===== src/hw/card_cmd_pkg.sv =====
/*
 Constants for the card block command decoder: command indices,
 reset values, frame layout and buffer shape.
 Assumes a 100 MHz core clock and a sampled host bus clock.
*/
// Behaviour
// - block-length command sets the 32-bit byte length for later transfers
// - block length is 512 bytes from reset until first block-length command
// - writes need a 512-byte block length; other lengths raise a write error
// - single read sends one block of block length from the byte address
// - multiple read keeps sending consecutive blocks until stop command
// - single write takes one block and stores it from the argument address
// - multiple write keeps storing consecutive blocks until stop command
// - each written block gets a data token, then busy while programming
// - program command updates only programmable card data bits
// - don't-care argument bits are sent but their values are ignored
// - set-protect sets the group bit holding the address, then busy
// - clear-protect clears the group bit holding the address, then busy
// - send-protect returns protection bits from the given group onward
// - erase-start records the first block of the erase range
// - erase-end records the last block of the erase range
// - erase command erases the recorded range, ignores argument, then busy
// - prefix with matching address bits 31:16 marks next command as app
// - general data command moves one block, direction from argument bit 0
// - driver stage set command is unsupported and refused
// - data addresses are 32-bit byte addresses, up to 4 gigabytes
// - stop command ends any multiple read or write in progress
// - direction bit one sends to host, zero receives from host
package card_cmd_pkg;
   localparam logic [5:0]   CMD_DRV     = 6'h04;
   localparam logic [5:0]   CMD_STOP    = 6'h0c;
   localparam logic [5:0]   CMD_BLKLEN  = 6'h10;
   localparam logic [5:0]   CMD_RD1     = 6'h11;
   localparam logic [5:0]   CMD_RDN     = 6'h12;
   localparam logic [5:0]   CMD_WR1     = 6'h18;
   localparam logic [5:0]   CMD_WRN     = 6'h19;
   localparam logic [5:0]   CMD_PCSD    = 6'h1b;
   localparam logic [5:0]   CMD_SETWP   = 6'h1c;
   localparam logic [5:0]   CMD_CLRWP   = 6'h1d;
   localparam logic [5:0]   CMD_SNDWP   = 6'h1e;
   localparam logic [5:0]   CMD_ERS     = 6'h20;
   localparam logic [5:0]   CMD_ERE     = 6'h21;
   localparam logic [5:0]   CMD_ERASE   = 6'h26;
   localparam logic [5:0]   CMD_APP     = 6'h37;
   localparam logic [5:0]   CMD_GEN     = 6'h38;
   localparam logic [31:0]  BLKLEN_RST  = 32'h0000_0200;
   localparam logic [31:0]  WR_BLKLEN   = 32'h0000_0200;
   localparam logic [31:0]  WP_LEN      = 32'h0000_0004;
   localparam logic [31:0]  SPEC_LEN    = 32'h0000_0010;
   localparam logic [5:0]   FRAME_LAST  = 6'h2f;
   localparam logic [4:0]   CRC_LAST    = 5'h10;
   localparam int           WP_GROUPS   = 64;
   localparam logic [127:0] SPEC_RST    = 128'h0;
   localparam logic [127:0] SPEC_MASK   = 128'h0000_fe00;
   localparam int           FIFO_WIDTH  = 8;
   localparam int           FIFO_DEPTH  = 16;
endpackage


===== src/hw/card_block_cmd_decoder.sv =====
/*
 Card command decoder for block, protect, erase, app and general data
 commands, with a byte FIFO in the write data path.
 Assumes host bus clock and lines are asynchronous, memory and read
 stream sit on ref_clk.
*/
`timescale 1ns/10ps
module byte_fifo #(
   parameter int WIDTH = 8,
   parameter int DEPTH = 16
) (
   // clock and reset
   input  wire logic             ref_clk,
   input  wire logic             reset_n,
   input  wire logic             clkEn,
   // fill side
   input  wire logic             inValid,
   input  wire logic [WIDTH-1:0] inData,
   output logic                  inReady,
   // drain side
   output logic                  outValid,
   output logic      [WIDTH-1:0] outData,
   input  wire logic             outReady
);
   localparam int AW = $clog2(DEPTH);
   logic [WIDTH-1:0] mem [DEPTH];
   logic [AW-1:0]    wrPtr;
   logic [AW-1:0]    rdPtr;
   logic [AW:0]      count;
   wire              doPush = inValid && inReady;
   wire              doPop  = outValid && outReady;

   // full and empty from the occupancy count
   assign inReady  = count != (AW+1)'(DEPTH);
   assign outValid = count != '0;
   assign outData  = mem[rdPtr];

   // storage array
   always_ff @(posedge ref_clk)
      if (clkEn && doPush)
         mem[wrPtr] <= inData;

   // pointers and count
   always_ff @(posedge ref_clk or negedge reset_n)
      if (!reset_n)
      begin
         wrPtr <= '0;
         rdPtr <= '0;
         count <= '0;
      end
      else if (clkEn)
      begin
         if (doPush)
            wrPtr <= (wrPtr == AW'(DEPTH-1)) ? '0 : wrPtr + 1'b1;
         if (doPop)
            rdPtr <= (rdPtr == AW'(DEPTH-1)) ? '0 : rdPtr + 1'b1;
         count <= count + (AW+1)'(doPush) - (AW+1)'(doPop);
      end
endmodule

module card_block_cmd_decoder (
   // clock, reset, enable
   input  wire logic         ref_clk,
   input  wire logic         reset_n,
   input  wire logic         clkEn,
   // host bus pins
   input  wire logic         busClk,
   input  wire logic         cmdLine,
   input  wire logic         datIn,
   // configuration
   input  wire logic [15:0]  relativeCardAddress,
   input  wire logic [4:0]   protectGroupSize,
   // command report
   output logic              cmdValid,
   output logic      [5:0]   cmdIndex,
   output logic      [31:0]  cmdArg,
   output logic              cmdApp,
   output logic              respIllegal,
   output logic              writeError,
   output logic              busy,
   output logic              dataToken,
   output logic              dataInReady,
   output logic              genCmd,
   // memory port
   output logic              memWrite,
   output logic              memRead,
   output logic      [31:0]  memAddr,
   output logic      [7:0]   memWdata,
   input  wire logic         memReady,
   input  wire logic         memRvalid,
   input  wire logic [7:0]   memRdata,
   // read stream to host
   output logic              readValid,
   output logic      [7:0]   readData,
   output logic              readLast,
   input  wire logic         readReady,
   // erase port
   output logic              eraseReq,
   output logic      [31:0]  eraseFirst,
   output logic      [31:0]  eraseLast,
   input  wire logic         eraseDone,
   // card specific data
   output logic      [127:0] cardSpecificData
);
   typedef enum logic [3:0] {
      ST_IDLE = 4'b0001,
      ST_RX   = 4'b0010,
      ST_RD   = 4'b0100,
      ST_BUSY = 4'b1000
   } state_t;

   function automatic logic isReserved(input logic [5:0] i);
      isReserved = (i == card_cmd_pkg::CMD_DRV) ||
                   (i >= 6'h13 && i <= 6'h17) || i == 6'h1a ||
                   i == 6'h1f || (i >= 6'h22 && i <= 6'h25) ||
                   (i >= 6'h27 && i <= 6'h29) || i >= 6'h39;
   endfunction

   // protection group that holds a byte address
   function automatic logic [5:0] grpOf(input logic [31:0] a,
                                        input logic [4:0]  s);
      grpOf = 6'(a >> s);
   endfunction

   state_t        state;
   logic [2:0]    clkSync;
   logic [1:0]    cmdSync;
   logic [1:0]    datSync;
   logic [47:0]   cmdShift;
   logic [5:0]    cmdBits;
   logic          cmdActive;
   logic          frameDone;
   logic          appPending;
   logic [31:0]   blkLen;
   logic [31:0]   xferLen;
   logic [31:0]   rdCnt;
   logic          rdPend;
   logic          multi;
   logic          srcWp;
   logic          specMode;
   logic          stopSeen;
   logic          eraseWait;
   logic [63:0]   wpBits;
   logic [5:0]    wpBase;
   logic          rxStarted;
   logic [2:0]    bitCnt;
   logic [7:0]    rxByte;
   logic [31:0]   rxCnt;
   logic [4:0]    crcCnt;
   logic          pushValid;
   logic [7:0]    pushData;
   logic [3:0]    specIdx;
   logic          fifoInReady;
   logic          fifoOutValid;
   logic [7:0]    fifoOutData;
   logic [31:0]   wpWord;

   // link edge and frame field decode
   wire        clkRise  = clkSync[1] && !clkSync[2];
   wire [5:0]  idx      = cmdShift[45:40];
   wire [31:0] arg      = cmdShift[39:8];
   wire        isIdle   = state == ST_IDLE;
   wire        ownCmd   = idx == card_cmd_pkg::CMD_BLKLEN ||
                          idx == card_cmd_pkg::CMD_RD1 ||
                          idx == card_cmd_pkg::CMD_RDN ||
                          idx == card_cmd_pkg::CMD_WR1 ||
                          idx == card_cmd_pkg::CMD_WRN ||
                          idx == card_cmd_pkg::CMD_PCSD ||
                          (idx >= card_cmd_pkg::CMD_SETWP &&
                           idx <= card_cmd_pkg::CMD_SNDWP) ||
                          idx == card_cmd_pkg::CMD_ERS ||
                          idx == card_cmd_pkg::CMD_ERE ||
                          idx == card_cmd_pkg::CMD_ERASE ||
                          idx == card_cmd_pkg::CMD_GEN;
   wire        illegal  = frameDone && !appPending &&
                          (isReserved(idx) || (!isIdle && ownCmd));
   wire        act      = frameDone && !appPending && !illegal;
   wire        isGen    = idx == card_cmd_pkg::CMD_GEN;
   wire        startRd  = act && isIdle &&
                          (idx == card_cmd_pkg::CMD_RD1 ||
                           idx == card_cmd_pkg::CMD_RDN ||
                           idx == card_cmd_pkg::CMD_SNDWP ||
                           (isGen && arg[0]));
   wire        wantWr   = act && isIdle &&
                          (idx == card_cmd_pkg::CMD_WR1 ||
                           idx == card_cmd_pkg::CMD_WRN ||
                           idx == card_cmd_pkg::CMD_PCSD ||
                           (isGen && !arg[0]));
   wire        pcsd     = idx == card_cmd_pkg::CMD_PCSD;
   wire        wrBad    = !pcsd && blkLen != card_cmd_pkg::WR_BLKLEN;
   wire        startWr  = wantWr && !wrBad;
   wire        stopCmd  = act && idx == card_cmd_pkg::CMD_STOP;
   wire        wpCmd    = act && isIdle &&
                          (idx == card_cmd_pkg::CMD_SETWP ||
                           idx == card_cmd_pkg::CMD_CLRWP);
   wire        eraseCmd = act && isIdle &&
                          idx == card_cmd_pkg::CMD_ERASE;
   wire        rxBit    = clkRise && state == ST_RX && rxStarted;
   wire        rxData   = rxBit && rxCnt < xferLen;
   wire        blkEnd   = rxBit && rxCnt >= xferLen &&
                          crcCnt == card_cmd_pkg::CRC_LAST;
   wire        popReady = specMode || !memWrite || memReady;
   wire        drained  = !fifoOutValid && !memWrite && !pushValid &&
                          !eraseWait;
   wire        rdMore   = rdCnt < xferLen;
   wire        rdDone   = readValid && readReady && readLast;
   wire [7:0]  wpByte   = wpWord[8*rdCnt[1:0] +: 8];

   // protection status word starting at the requested group
   always_comb
   begin
      wpWord = '0;
      for (int k = 0; k < 32; k++)
         wpWord[k] = wpBits[6'(wpBase + 6'(k))];
   end

   // two-flop synchronisers for the host bus pins
   always_ff @(posedge ref_clk or negedge reset_n)
      if (!reset_n)
      begin
         clkSync <= 3'h0;
         cmdSync <= 2'h3;
         datSync <= 2'h3;
      end
      else if (clkEn)
      begin
         clkSync <= {clkSync[1:0], busClk};
         cmdSync <= {cmdSync[0], cmdLine};
         datSync <= {datSync[0], datIn};
      end

   // command frame shifter, start bit opens a 48-bit frame
   always_ff @(posedge ref_clk or negedge reset_n)
      if (!reset_n)
      begin
         cmdShift  <= '0;
         cmdBits   <= 6'h0;
         cmdActive <= 1'b0;
         frameDone <= 1'b0;
      end
      else if (clkEn)
      begin
         frameDone <= 1'b0;
         if (clkRise && (cmdActive || !cmdSync[1]))
         begin
            cmdShift  <= {cmdShift[46:0], cmdSync[1]};
            cmdBits   <= cmdActive ? cmdBits + 6'h1 : 6'h1;
            cmdActive <= !(cmdActive &&
                           cmdBits == card_cmd_pkg::FRAME_LAST);
            frameDone <= cmdActive &&
                         cmdBits == card_cmd_pkg::FRAME_LAST;
         end
      end

   // command report, app prefix and configuration registers
   always_ff @(posedge ref_clk or negedge reset_n)
      if (!reset_n)
      begin
         cmdValid    <= 1'b0;
         cmdIndex    <= 6'h0;
         cmdArg      <= 32'h0;
         cmdApp      <= 1'b0;
         respIllegal <= 1'b0;
         appPending  <= 1'b0;
         blkLen      <= card_cmd_pkg::BLKLEN_RST;
         eraseFirst  <= 32'h0;
         eraseLast   <= 32'h0;
         wpBits      <= 64'h0;
      end
      else if (clkEn)
      begin
         cmdValid    <= frameDone;
         respIllegal <= illegal;
         if (frameDone)
         begin
            cmdIndex <= idx;
            cmdArg   <= arg;
            cmdApp   <= appPending;
            appPending <= !appPending && !illegal &&
                          idx == card_cmd_pkg::CMD_APP &&
                          arg[31:16] == relativeCardAddress;
         end
         if (act && isIdle && idx == card_cmd_pkg::CMD_BLKLEN)
            blkLen <= arg;
         if (act && isIdle && idx == card_cmd_pkg::CMD_ERS)
            eraseFirst <= arg;
         if (act && isIdle && idx == card_cmd_pkg::CMD_ERE)
            eraseLast <= arg;
         if (wpCmd)
            wpBits[grpOf(arg, protectGroupSize)] <=
               idx == card_cmd_pkg::CMD_SETWP;
      end

   // transfer state machine
   always_ff @(posedge ref_clk or negedge reset_n)
      if (!reset_n)
      begin
         state     <= ST_IDLE;
         multi     <= 1'b0;
         srcWp     <= 1'b0;
         specMode  <= 1'b0;
         genCmd    <= 1'b0;
         stopSeen  <= 1'b0;
         eraseWait <= 1'b0;
         eraseReq  <= 1'b0;
         xferLen   <= 32'h0;
         wpBase    <= 6'h0;
         busy      <= 1'b0;
      end
      else if (clkEn)
      begin
         eraseReq <= 1'b0;
         busy     <= state == ST_BUSY;
         if (eraseDone)
            eraseWait <= 1'b0;
         case (state)
            ST_IDLE:
            begin
               stopSeen <= 1'b0;
               multi    <= idx == card_cmd_pkg::CMD_RDN ||
                           idx == card_cmd_pkg::CMD_WRN;
               srcWp    <= idx == card_cmd_pkg::CMD_SNDWP;
               specMode <= pcsd;
               genCmd   <= isGen;
               wpBase   <= grpOf(arg, protectGroupSize);
               xferLen  <= pcsd ? card_cmd_pkg::SPEC_LEN :
                           idx == card_cmd_pkg::CMD_SNDWP ?
                           card_cmd_pkg::WP_LEN : blkLen;
               if (startRd)
                  state <= ST_RD;
               else if (startWr)
                  state <= ST_RX;
               else if (wpCmd || eraseCmd)
                  state <= ST_BUSY;
               if (eraseCmd)
               begin
                  eraseReq  <= 1'b1;
                  eraseWait <= 1'b1;
               end
            end
            ST_RX:
            begin
               if (stopCmd)
                  stopSeen <= 1'b1;
               if (blkEnd || (stopCmd && !rxStarted))
                  state <= ST_BUSY;
            end
            ST_RD:
               if (stopCmd || (rdDone && !multi))
                  state <= ST_IDLE;
            ST_BUSY:
               if (drained)
                  state <= (multi && !stopSeen && !stopCmd) ? ST_RX : ST_IDLE;
            default:
               state <= ST_IDLE;
         endcase
         if (stopCmd && state == ST_BUSY)
            stopSeen <= 1'b1;
      end

   // serial data receiver, start bit then bytes then crc bits
   always_ff @(posedge ref_clk or negedge reset_n)
      if (!reset_n)
      begin
         rxStarted  <= 1'b0;
         bitCnt     <= 3'h0;
         rxByte     <= 8'h0;
         rxCnt      <= 32'h0;
         crcCnt     <= 5'h0;
         pushValid  <= 1'b0;
         pushData   <= 8'h0;
         dataToken  <= 1'b0;
         writeError <= 1'b0;
      end
      else if (clkEn)
      begin
         pushValid  <= 1'b0;
         dataToken  <= blkEnd;
         writeError <= (wantWr && wrBad) ||
                       (pushValid && !fifoInReady);
         if (clkRise && state == ST_RX && !rxStarted && !datSync[1])
            rxStarted <= 1'b1;
         if (rxData)
         begin
            rxByte <= {rxByte[6:0], datSync[1]};
            bitCnt <= bitCnt + 3'h1;
            if (bitCnt == 3'h7)
            begin
               pushValid <= 1'b1;
               pushData  <= {rxByte[6:0], datSync[1]};
               rxCnt     <= rxCnt + 32'h1;
            end
         end
         else if (rxBit)
            crcCnt <= crcCnt + 5'h1;
         if (blkEnd || state == ST_IDLE)
         begin
            rxStarted <= 1'b0;
            rxCnt     <= 32'h0;
            crcCnt    <= 5'h0;
            bitCnt    <= 3'h0;
         end
      end

   byte_fifo #(
      .WIDTH (card_cmd_pkg::FIFO_WIDTH),
      .DEPTH (card_cmd_pkg::FIFO_DEPTH)
   ) u_fifo (
      .ref_clk  (ref_clk),
      .reset_n  (reset_n),
      .clkEn    (clkEn),
      .inValid  (pushValid),
      .inData   (pushData),
      .inReady  (fifoInReady),
      .outValid (fifoOutValid),
      .outData  (fifoOutData),
      .outReady (popReady)
   );

   // fifo drain into memory or card specific data
   always_ff @(posedge ref_clk or negedge reset_n)
      if (!reset_n)
      begin
         memWrite         <= 1'b0;
         memWdata         <= 8'h0;
         memAddr          <= 32'h0;
         specIdx          <= 4'h0;
         dataInReady      <= 1'b0;
         cardSpecificData <= card_cmd_pkg::SPEC_RST;
      end
      else if (clkEn)
      begin
         dataInReady <= fifoInReady;
         // address steps on each accepted write
         if (memWrite && memReady)
         begin
            memWrite <= 1'b0;
            memAddr  <= memAddr + 32'h1;
         end
         if (startWr || startRd)
            memAddr <= arg;
         if ((startWr || startRd) && isGen)
            memAddr <= 32'h0;
         if (startWr)
            specIdx <= 4'h0;
         if (fifoOutValid && popReady && specMode)
         begin
            cardSpecificData[8*(15-specIdx) +: 8] <=
               (cardSpecificData[8*(15-specIdx) +: 8] &
                ~card_cmd_pkg::SPEC_MASK[8*(15-specIdx) +: 8]) |
               (fifoOutData &
                card_cmd_pkg::SPEC_MASK[8*(15-specIdx) +: 8]);
            specIdx <= specIdx + 4'h1;
         end
         else if (fifoOutValid && popReady)
         begin
            memWrite <= 1'b1;
            memWdata <= fifoOutData;
         end
         else if (memRead)
            memAddr <= memAddr + 32'h1;
      end

   // read stream from memory or protection bits
   always_ff @(posedge ref_clk or negedge reset_n)
      if (!reset_n)
      begin
         memRead   <= 1'b0;
         rdPend    <= 1'b0;
         rdCnt     <= 32'h0;
         readValid <= 1'b0;
         readData  <= 8'h0;
         readLast  <= 1'b0;
      end
      else if (clkEn)
      begin
         memRead <= 1'b0;
         if (state != ST_RD || stopCmd)
         begin
            rdCnt     <= 32'h0;
            rdPend    <= 1'b0;
            readValid <= readValid && !stopCmd && !readReady;
         end
         else if (readValid && readReady)
         begin
            readValid <= 1'b0;
            if (readLast && multi)
               rdCnt <= 32'h0;
         end
         else if (!readValid && !rdPend && rdMore && srcWp)
         begin
            readValid <= 1'b1;
            readData  <= wpByte;
            readLast  <= rdCnt + 32'h1 == xferLen;
            rdCnt     <= rdCnt + 32'h1;
         end
         else if (!readValid && !rdPend && rdMore)
         begin
            memRead <= 1'b1;
            rdPend  <= 1'b1;
         end
         else if (rdPend && memRvalid)
         begin
            rdPend    <= 1'b0;
            readValid <= 1'b1;
            readData  <= memRdata;
            readLast  <= rdCnt + 32'h1 == xferLen;
            rdCnt     <= rdCnt + 32'h1;
         end
      end
endmodule


===== config.mk =====
export PLATFORM = sky130hd
export DESIGN_NAME = card_block_cmd_decoder
export DESIGN_NICKNAME = d
export VERILOG_FILES = /design/src/hw/card_cmd_pkg.sv /design/src/hw/card_block_cmd_decoder.sv
export SDC_FILE = /design/constraint.sdc
export NUM_CORES = 2
export LEC_CHECK = 0
export BUFFER_PORTS_ARGS = -buffer_cell sky130_fd_sc_hd__clkbuf_2
export CORE_MARGIN = 1.5
export CORE_UTILIZATION = 46
export CTS_BUF_LIST = sky130_fd_sc_hd__clkbuf_4 sky130_fd_sc_hd__clkbuf_8 sky130_fd_sc_hd__clkbuf_16
export DETAILED_ROUTE_END_ITERATION = 10
export GPL_ROUTABILITY_DRIVEN = 0
export HOLD_SLACK_MARGIN = 0.15
export REMOVE_ABC_BUFFERS = 1
export SETUP_SLACK_MARGIN = 0.05
export SLEW_MARGIN = 20
export SYNTH_ARGS = -nofsm -noshare
export SYNTH_HDL_FRONTEND = slang
export SYNTH_SLANG_ARGS = --single-unit

===== constraint.sdc =====
create_clock -name ref_clk -period 10.2 [get_ports ref_clk]
set_clock_uncertainty 0.2 [all_clocks]
set_input_delay 1.02 -clock ref_clk [delete_from_list [all_inputs] [get_ports ref_clk]]
set_output_delay 1.02 -clock ref_clk [all_outputs]
set_load 0.01 [all_outputs]

# After elaboration in Yosys (flattened, before gate mapping)
# Memory sizes are Yosys's and may differ from the RTL's.
# Index checks and enable logic that the tools add are counted.
totals:
  regBits: 603
  ramBits: 128
  output_inout_bits: 291
  elab_cells: 491
  n_memories: 1
classes:
  addsub: 44
  magnitude_cmp: 46
  eq_ne: 43
  shift: 6
  muxes: 141
  bitwise_logic: 7
  reduce_logical: 151
mem_list:
  columns: ["memory", "depth", "word_bits", "rd", "rd_clocked_by_memory_dff", "wr", "line", "source"]
  rows:
  - ["u_fifo.mem", 16, 8, 1, 0, 1, "card_block_cmd_decoder.sv:26", "logic [WIDTH-1:0] mem [DEPTH];"]
op_table:
  columns: ["operator", "n"]
  rows:
  - ["$mux W32", 17]
  - ["$lt A6 B7 Y1 const B", 33]
  - ["$bmux W1 S6", 32]
  - ["$bwmux W128", 1]
  - ["$shift A8 B34 Y128 const A", 1]
  - ["$shiftx A128 B33 Y8", 1]
  - ["$shiftx A128 B33 Y8 const A", 1]
  - ["$shiftx A8 B34 Y128", 1]
  - ["$add A32 B1 Y32 const B", 3]
  - ["$add A6 B5 Y6 const B", 16]
  - ["$mux W1", 67]
  - ["$eq A6 B5 Y1 const B", 11]
  - ["$bwmux W64", 1]
  - ["$lt A32 B32 Y1", 2]
  - ["$logic_and A1 B1 Y1", 60]
  - ["$add A6 B4 Y6 const B", 8]
  - ["$mux W4", 10]
  - ["$eq A6 B6 Y1 const B", 6]
  - ["$logic_or A1 B1 Y1", 35]
  - ["$neg A32 Y34", 1]
  - ["$eq A32 B32 Y1", 1]
  - ["$ge A32 B32 Y1", 1]
  - ["$ne A32 B10 Y1 const B", 1]
  - ["$shiftx A32 B6 Y8", 1]
  - ["52 further kinds", 127]

# Depth between registers and ports, before layout
logic_depth:
  word_depth: 25
  mapped_depth: 18

# Modules after synthesis
# A second synthesis with hierarchy kept.
hier_totals:
  cells_unflattened: 3919
  hier_area_um2: 42867.4
by_module_without_submodules:
  columns: ["module", "instances", "cells_each", "area_each_um2", "seq_area_each_um2"]
  rows:
  - ["card_block_cmd_decoder", 1, 3602, 36993.0, 14771.7]
  - ["byte_fifo", 1, 317, 5874.4, 4169.0]

# Worst setup path after synthesis
# OpenSTA, ideal clock, no wires.
synth_timing:
  path_kind: "register -> register"
  start: "reg wpBase[0]"
  end: "reg readData[7]"
  arrival_time_ns: 4.772
  required_ns: 9.935
  setup_slack_ns: 5.163
  path_stages_with_launch: 15
  path_buffers: 4
  cell_sequence: "dfrtp_1 -> buf_2 -> buf_2 -> clkbuf_1 -> buf_1 -> inv_1 -> ha_1 -> xnor2_1 -> mux4_1 -> mux2_2 -> mux4_2 -> mux2i_1 -> nor2_1 -> o41ai_1 -> mux2_2"
synth_via:
  elab_chain_cells: 5
synth_rtl:
  columns: ["element", "line", "source"]
  rows:
  - ["from (decl)", "card_block_cmd_decoder.sv:144", "logic [5:0] wpBase;"]
  - ["from (signal assigned)", "card_block_cmd_decoder.sv:325", "wpBase <= grpOf(arg, protectGroupSize);"]
  - ["$add A6 B3 Y6 (tied with other cells)", "card_block_cmd_decoder.sv:214", "wpWord[k] = wpBits[6'(wpBase + 6'(k))];"]
  - ["$bmux W1 S6", "card_block_cmd_decoder.sv:214", null]
  - ["$mux W1 (not written as such)", "card_block_cmd_decoder.sv:214", null]
  - ["$shiftx A32 B6 Y8 *", "card_block_cmd_decoder.sv:207", "wire [7:0] wpByte = wpWord[8*rdCnt[1:0] +: 8];"]
  - ["$mux W8 *", "card_block_cmd_decoder.sv:490", "else if (!readValid && !rdPend && rdMore && srcWp)"]
  - ["to (signal assigned)", "card_block_cmd_decoder.sv:493", "readData <= wpByte;"]
  - ["to (signal assigned)", "card_block_cmd_decoder.sv:506", "readData <= memRdata;"]
  - ["to (decl)", "card_block_cmd_decoder.sv:94", "output logic [7:0] readData,"]
# Mark *: on every way between the ends. The rest lies on a longest branch, timed or not. The select of a mux whose other input is x is not followed.
# A chain may end at the register's enable or synchronous reset.

# Worst setup path in the final report
layout_timing:
  start: "reg wpBase[0]"
  end: "reg readData[3]"
layout_via:
  elab_chain_cells: 5
layout_rtl:
  columns: ["element", "line"]
  rows:
  - ["$add A6 B2 Y6 (tied with other cells)", "card_block_cmd_decoder.sv:214"]
  - ["$bmux W1 S6", "card_block_cmd_decoder.sv:214"]
  - ["$mux W1 (not written as such)", "card_block_cmd_decoder.sv:214"]
  - ["$shiftx A32 B6 Y8 *", "card_block_cmd_decoder.sv:207"]
  - ["$mux W8 *", "card_block_cmd_decoder.sv:490"]
# Marked as above.

==> results.ini <==
[yosys]
synth_warnings = 0
synthesis.area_um2 = 42590
async_flop_share_pct = 82.49
ys_seq_area_share_pct = 44.47
synthCells = 3735
avgSynthCellArea_um2 = 11.40
yosys_most_used_dff = dfrtp_1
ys_types = 84
synth.ff_latch_count = 731
synth_edf_count = 128

[cts]
clock_latency_ps = 670
cts_made_buffers = 83
cts_tree = built
path_clk_slew_ps = 50
cts_htree_levels = 3
cts_sinks = 731
cts-root-buf = clkbuf_16
cts_buffer_depth = 3

[power]
netSwitchingFraction_pct = 31.03
finalPower_uw = 8145
clkPwrFrac_pct = 38.1
internal-power_uw = 5618
p_leak_uw = 0.02108
peakVddDrop_mv = 0.1371
switchingPower_uw = 2527
pwr-share-comb_pct = 21.0
seq_power_share_pct = 40.9
cellPowerDensity_nw_per_um2 = 168.7

[finish]
drive_gt1_share_pct = 29.70
nets = 4101
area_growth_pct = 13.35
fill_cells = 8103
final_cells = 5214

[floorplanning]
dieArea_um2 = 94420
initial_utilization_pct = 46.46
core_um2 = 91660
pin_count = 330
die_w_um = 307.3
placement_rows = 111
die_h_um = 307.3

[detailed_routing]
wirelength_um = 127300
vias = 31830
drt-vias-per-instance = 6.105
drt_iter0_drc = 2821
firstDrtPassIters = 5
wl_per_cell_um = 24.42
drc = 0
antenna_left = 0

[grt]
grtUsageTotal_pct = 26.89
grt_pass1_vias = 30803
grt_max_degree = 150
grt_overflow = 0
grt_pass1_wl_um = 195900
antenna_found_initial = 4

[worst_setup_path]
crit_arrival_ps = 4780
ff2ff_path_depth = 9
cp-end-kind = register
crit_fanout = 72
crit_chain = inv_1, ha_4, mux2_2, mux4_2, mux2i_1, mux4_2, mux2i_1, a221oi_1, o211ai_1
cpPeakStageDelay_ps = 970
r2r_start = wpBase[0]$_DFFE_PN0P_
cp_data_required_time_ps = 10510
r2r_slack_ps = 5730
crit_slowest_cell = ha_4
crit_type = register to register
startpoint_type = register
regToRegEndpoint = readData[3]$_DFFE_PN0P_

[timing]
fin_crit_sh_pct = 43.85
tns_ps = 0
final.min_clock_period_ps = 4472
worst_slew_pin_slew_ps = 1158
drv_slew = 0
hold_ws_ps = 173.5
relSlewSlack_pct = 22.78
timing.fmax_mhz = 223.6
finalHoldViolations = 0
setup_violations = 0
rsz0062_at_grt = false

[outcome]
run_status = finished clean

[hold_path]
min_to = cardSpecificData[0]$_DFFE_PN0P_
holdCritPathClass = register to register
min_path_cells = 0
hold_path_startpoint = cardSpecificData[0]$_DFFE_PN0P_

[placed_design]
numPortBuffers = 329
hpwl_um = 89460
place_inst = 5058

[job]
maxCapViolCount = 0

through the flow:
step	worst slack [ps]	cell area [um2]	util, %
6_report	5728	48270	52.66
5_1_grt	5369	48270	52.66
2_1_floorplan	2921	41530	-
4_1_cts	5676	48250	52.64
3_5_place_dp	5307	45370	49.50
3_3_place_gp	5418	45370	49.50
cells in the mapped netlist, types with 27 or more instances:
cell type    n  area (um2)
dfrtp_1    597       14940
mux2_2     382        4302
nand2_1    352        1321
nor2_1     224       840.8
mux4_2     211        4752
clkbuf_1   195       732.0
o21ai_0    175       875.8
a21oi_1    166       830.8
mux2i_1    157        1572
edfxtp_1   128        3844
ha_1       103        1289
xnor2_1    103       902.1
nand3_1     91       455.4
inv_1       78       292.8
o31ai_1     77       578.1
xor2_1      62       543.0
nand4_1     52       325.3
nor3_1      46       230.2
buf_1       43       161.4
and3_1      39       244.0
a21o_1      36       270.3
nor4_1      35       219.0
a31oi_1     30       187.7
buf_2       27       135.1
mux2_1      27       304.0
critical path, delay by kind of cell, from the launching register on:
family	cells	cell delay, ps
AOI/OAI and AO/OA	2	830
DFF	1	610
muxes	5	1530
buffers and inverters	1	180
adders and majority gates	1	970
how the worst max path moves through the flow:
stage	startpoint	endpoint	slack, ps	cells past startpoint
final	wpBase[0]$_DFFE_PN0P_	readData[3]$_DFFE_PN0P_	5730	9
after global routing	wpBase[2]$_DFFE_PN0P_	readData[6]$_DFFE_PN0P_	5370	11
after CTS	wpBase[1]$_DFFE_PN0P_	readData[1]$_DFFE_PN0P_	5680	10
after detailed placement	protectGroupSize[0]	wpBits[40]$_DFFE_PN0P_	5310	10
after global placement	protectGroupSize[0]	wpBits[16]$_DFFE_PN0P_	5420	10
after floorplan	wpBase[0]$_DFFE_PN0P_	readData[7]$_DFFE_PN0P_	2920	10
power by group through the flow:
stage	registers, uW	logic, uW	clock network, uW
after detailed placement	3380	1720	0
after global placement	3380	1700	0
after floorplan	3400	1100	0
after global routing	3340	1860	3290
final	3330	1710	3110
after CTS	3320	1720	3170
layout by cell type, fill, tap and decap left out, types with 32 or more instances in the layout:
master,count
a21o_1,36
mux4_2,211
o21ai_0,175
inv_1,78
buf_4,74
clkbuf_2,327
dfrtp_1,593
and3_1,39
clkbuf_16,85
xor2_1,62
mux2i_1,157
mux2_2,382
o31ai_1,75
nor4_1,32
xnor2_1,101
nor2_1,223
nand4_1,52
edfxtp_1,128
a21oi_1,163
nor3_1,43
nand2_1,350
nand3_1,91
ha_1,102
flip-flops by register name (all words and copies together) (netlist names), 46 cells and up:
name and cells:
cardSpecificData 128, u_fifo.mem 128, wpBits 64, cmdShift 46
per-layer routing:
metal  share of wire [%]  track usage [%]  vias to the layer above
met4                 3.1            8.810                        6
met5               0.038                0                        -
met1                  43            37.20                    16028
li1                    -                -                    14351
met2                  46            42.14                     1256
met3                 8.0            5.760                      189
cells by family after synthesis:
logic type / Yosys count / share of synthesized area (%)
AND/OR/NAND/NOR: 989 / 10.99
flip-flops: 731 / 44.47
adder cells (fa/ha/maj): 104 / 3.073
XOR/XNOR: 165 / 3.393
multiplexers: 781 / 25.88
AO/OA/AOI/OAI: 614 / 8.981
buffers and inverters: 351 / 3.208
final cells by class:
type | instances | area [um2] | share of cell area (%)
Antenna cell | 1 | 2.502 | 0.005184
Clock inverter | 41 | 442.9 | 0.9175
Sequential cell | 731 | 18950 | 39.25
Tap cell | 1186 | 1484 | 3.074
Multi-Input combinational cell | 2653 | 22380 | 46.37
Timing Repair Buffer | 406 | 2277 | 4.717
Inverter | 83 | 311.5 | 0.6454
Clock buffer | 113 | 2425 | 5.023
what timing repair did:
action	in CTS	in global routing
setup buffers	0	0
endpoints found under the setup margin	0	0
hold endpoints to repair	70	0
gates resized for setup	0	0
hold buffers	1	0
Power figures use the tool's default switching activity.
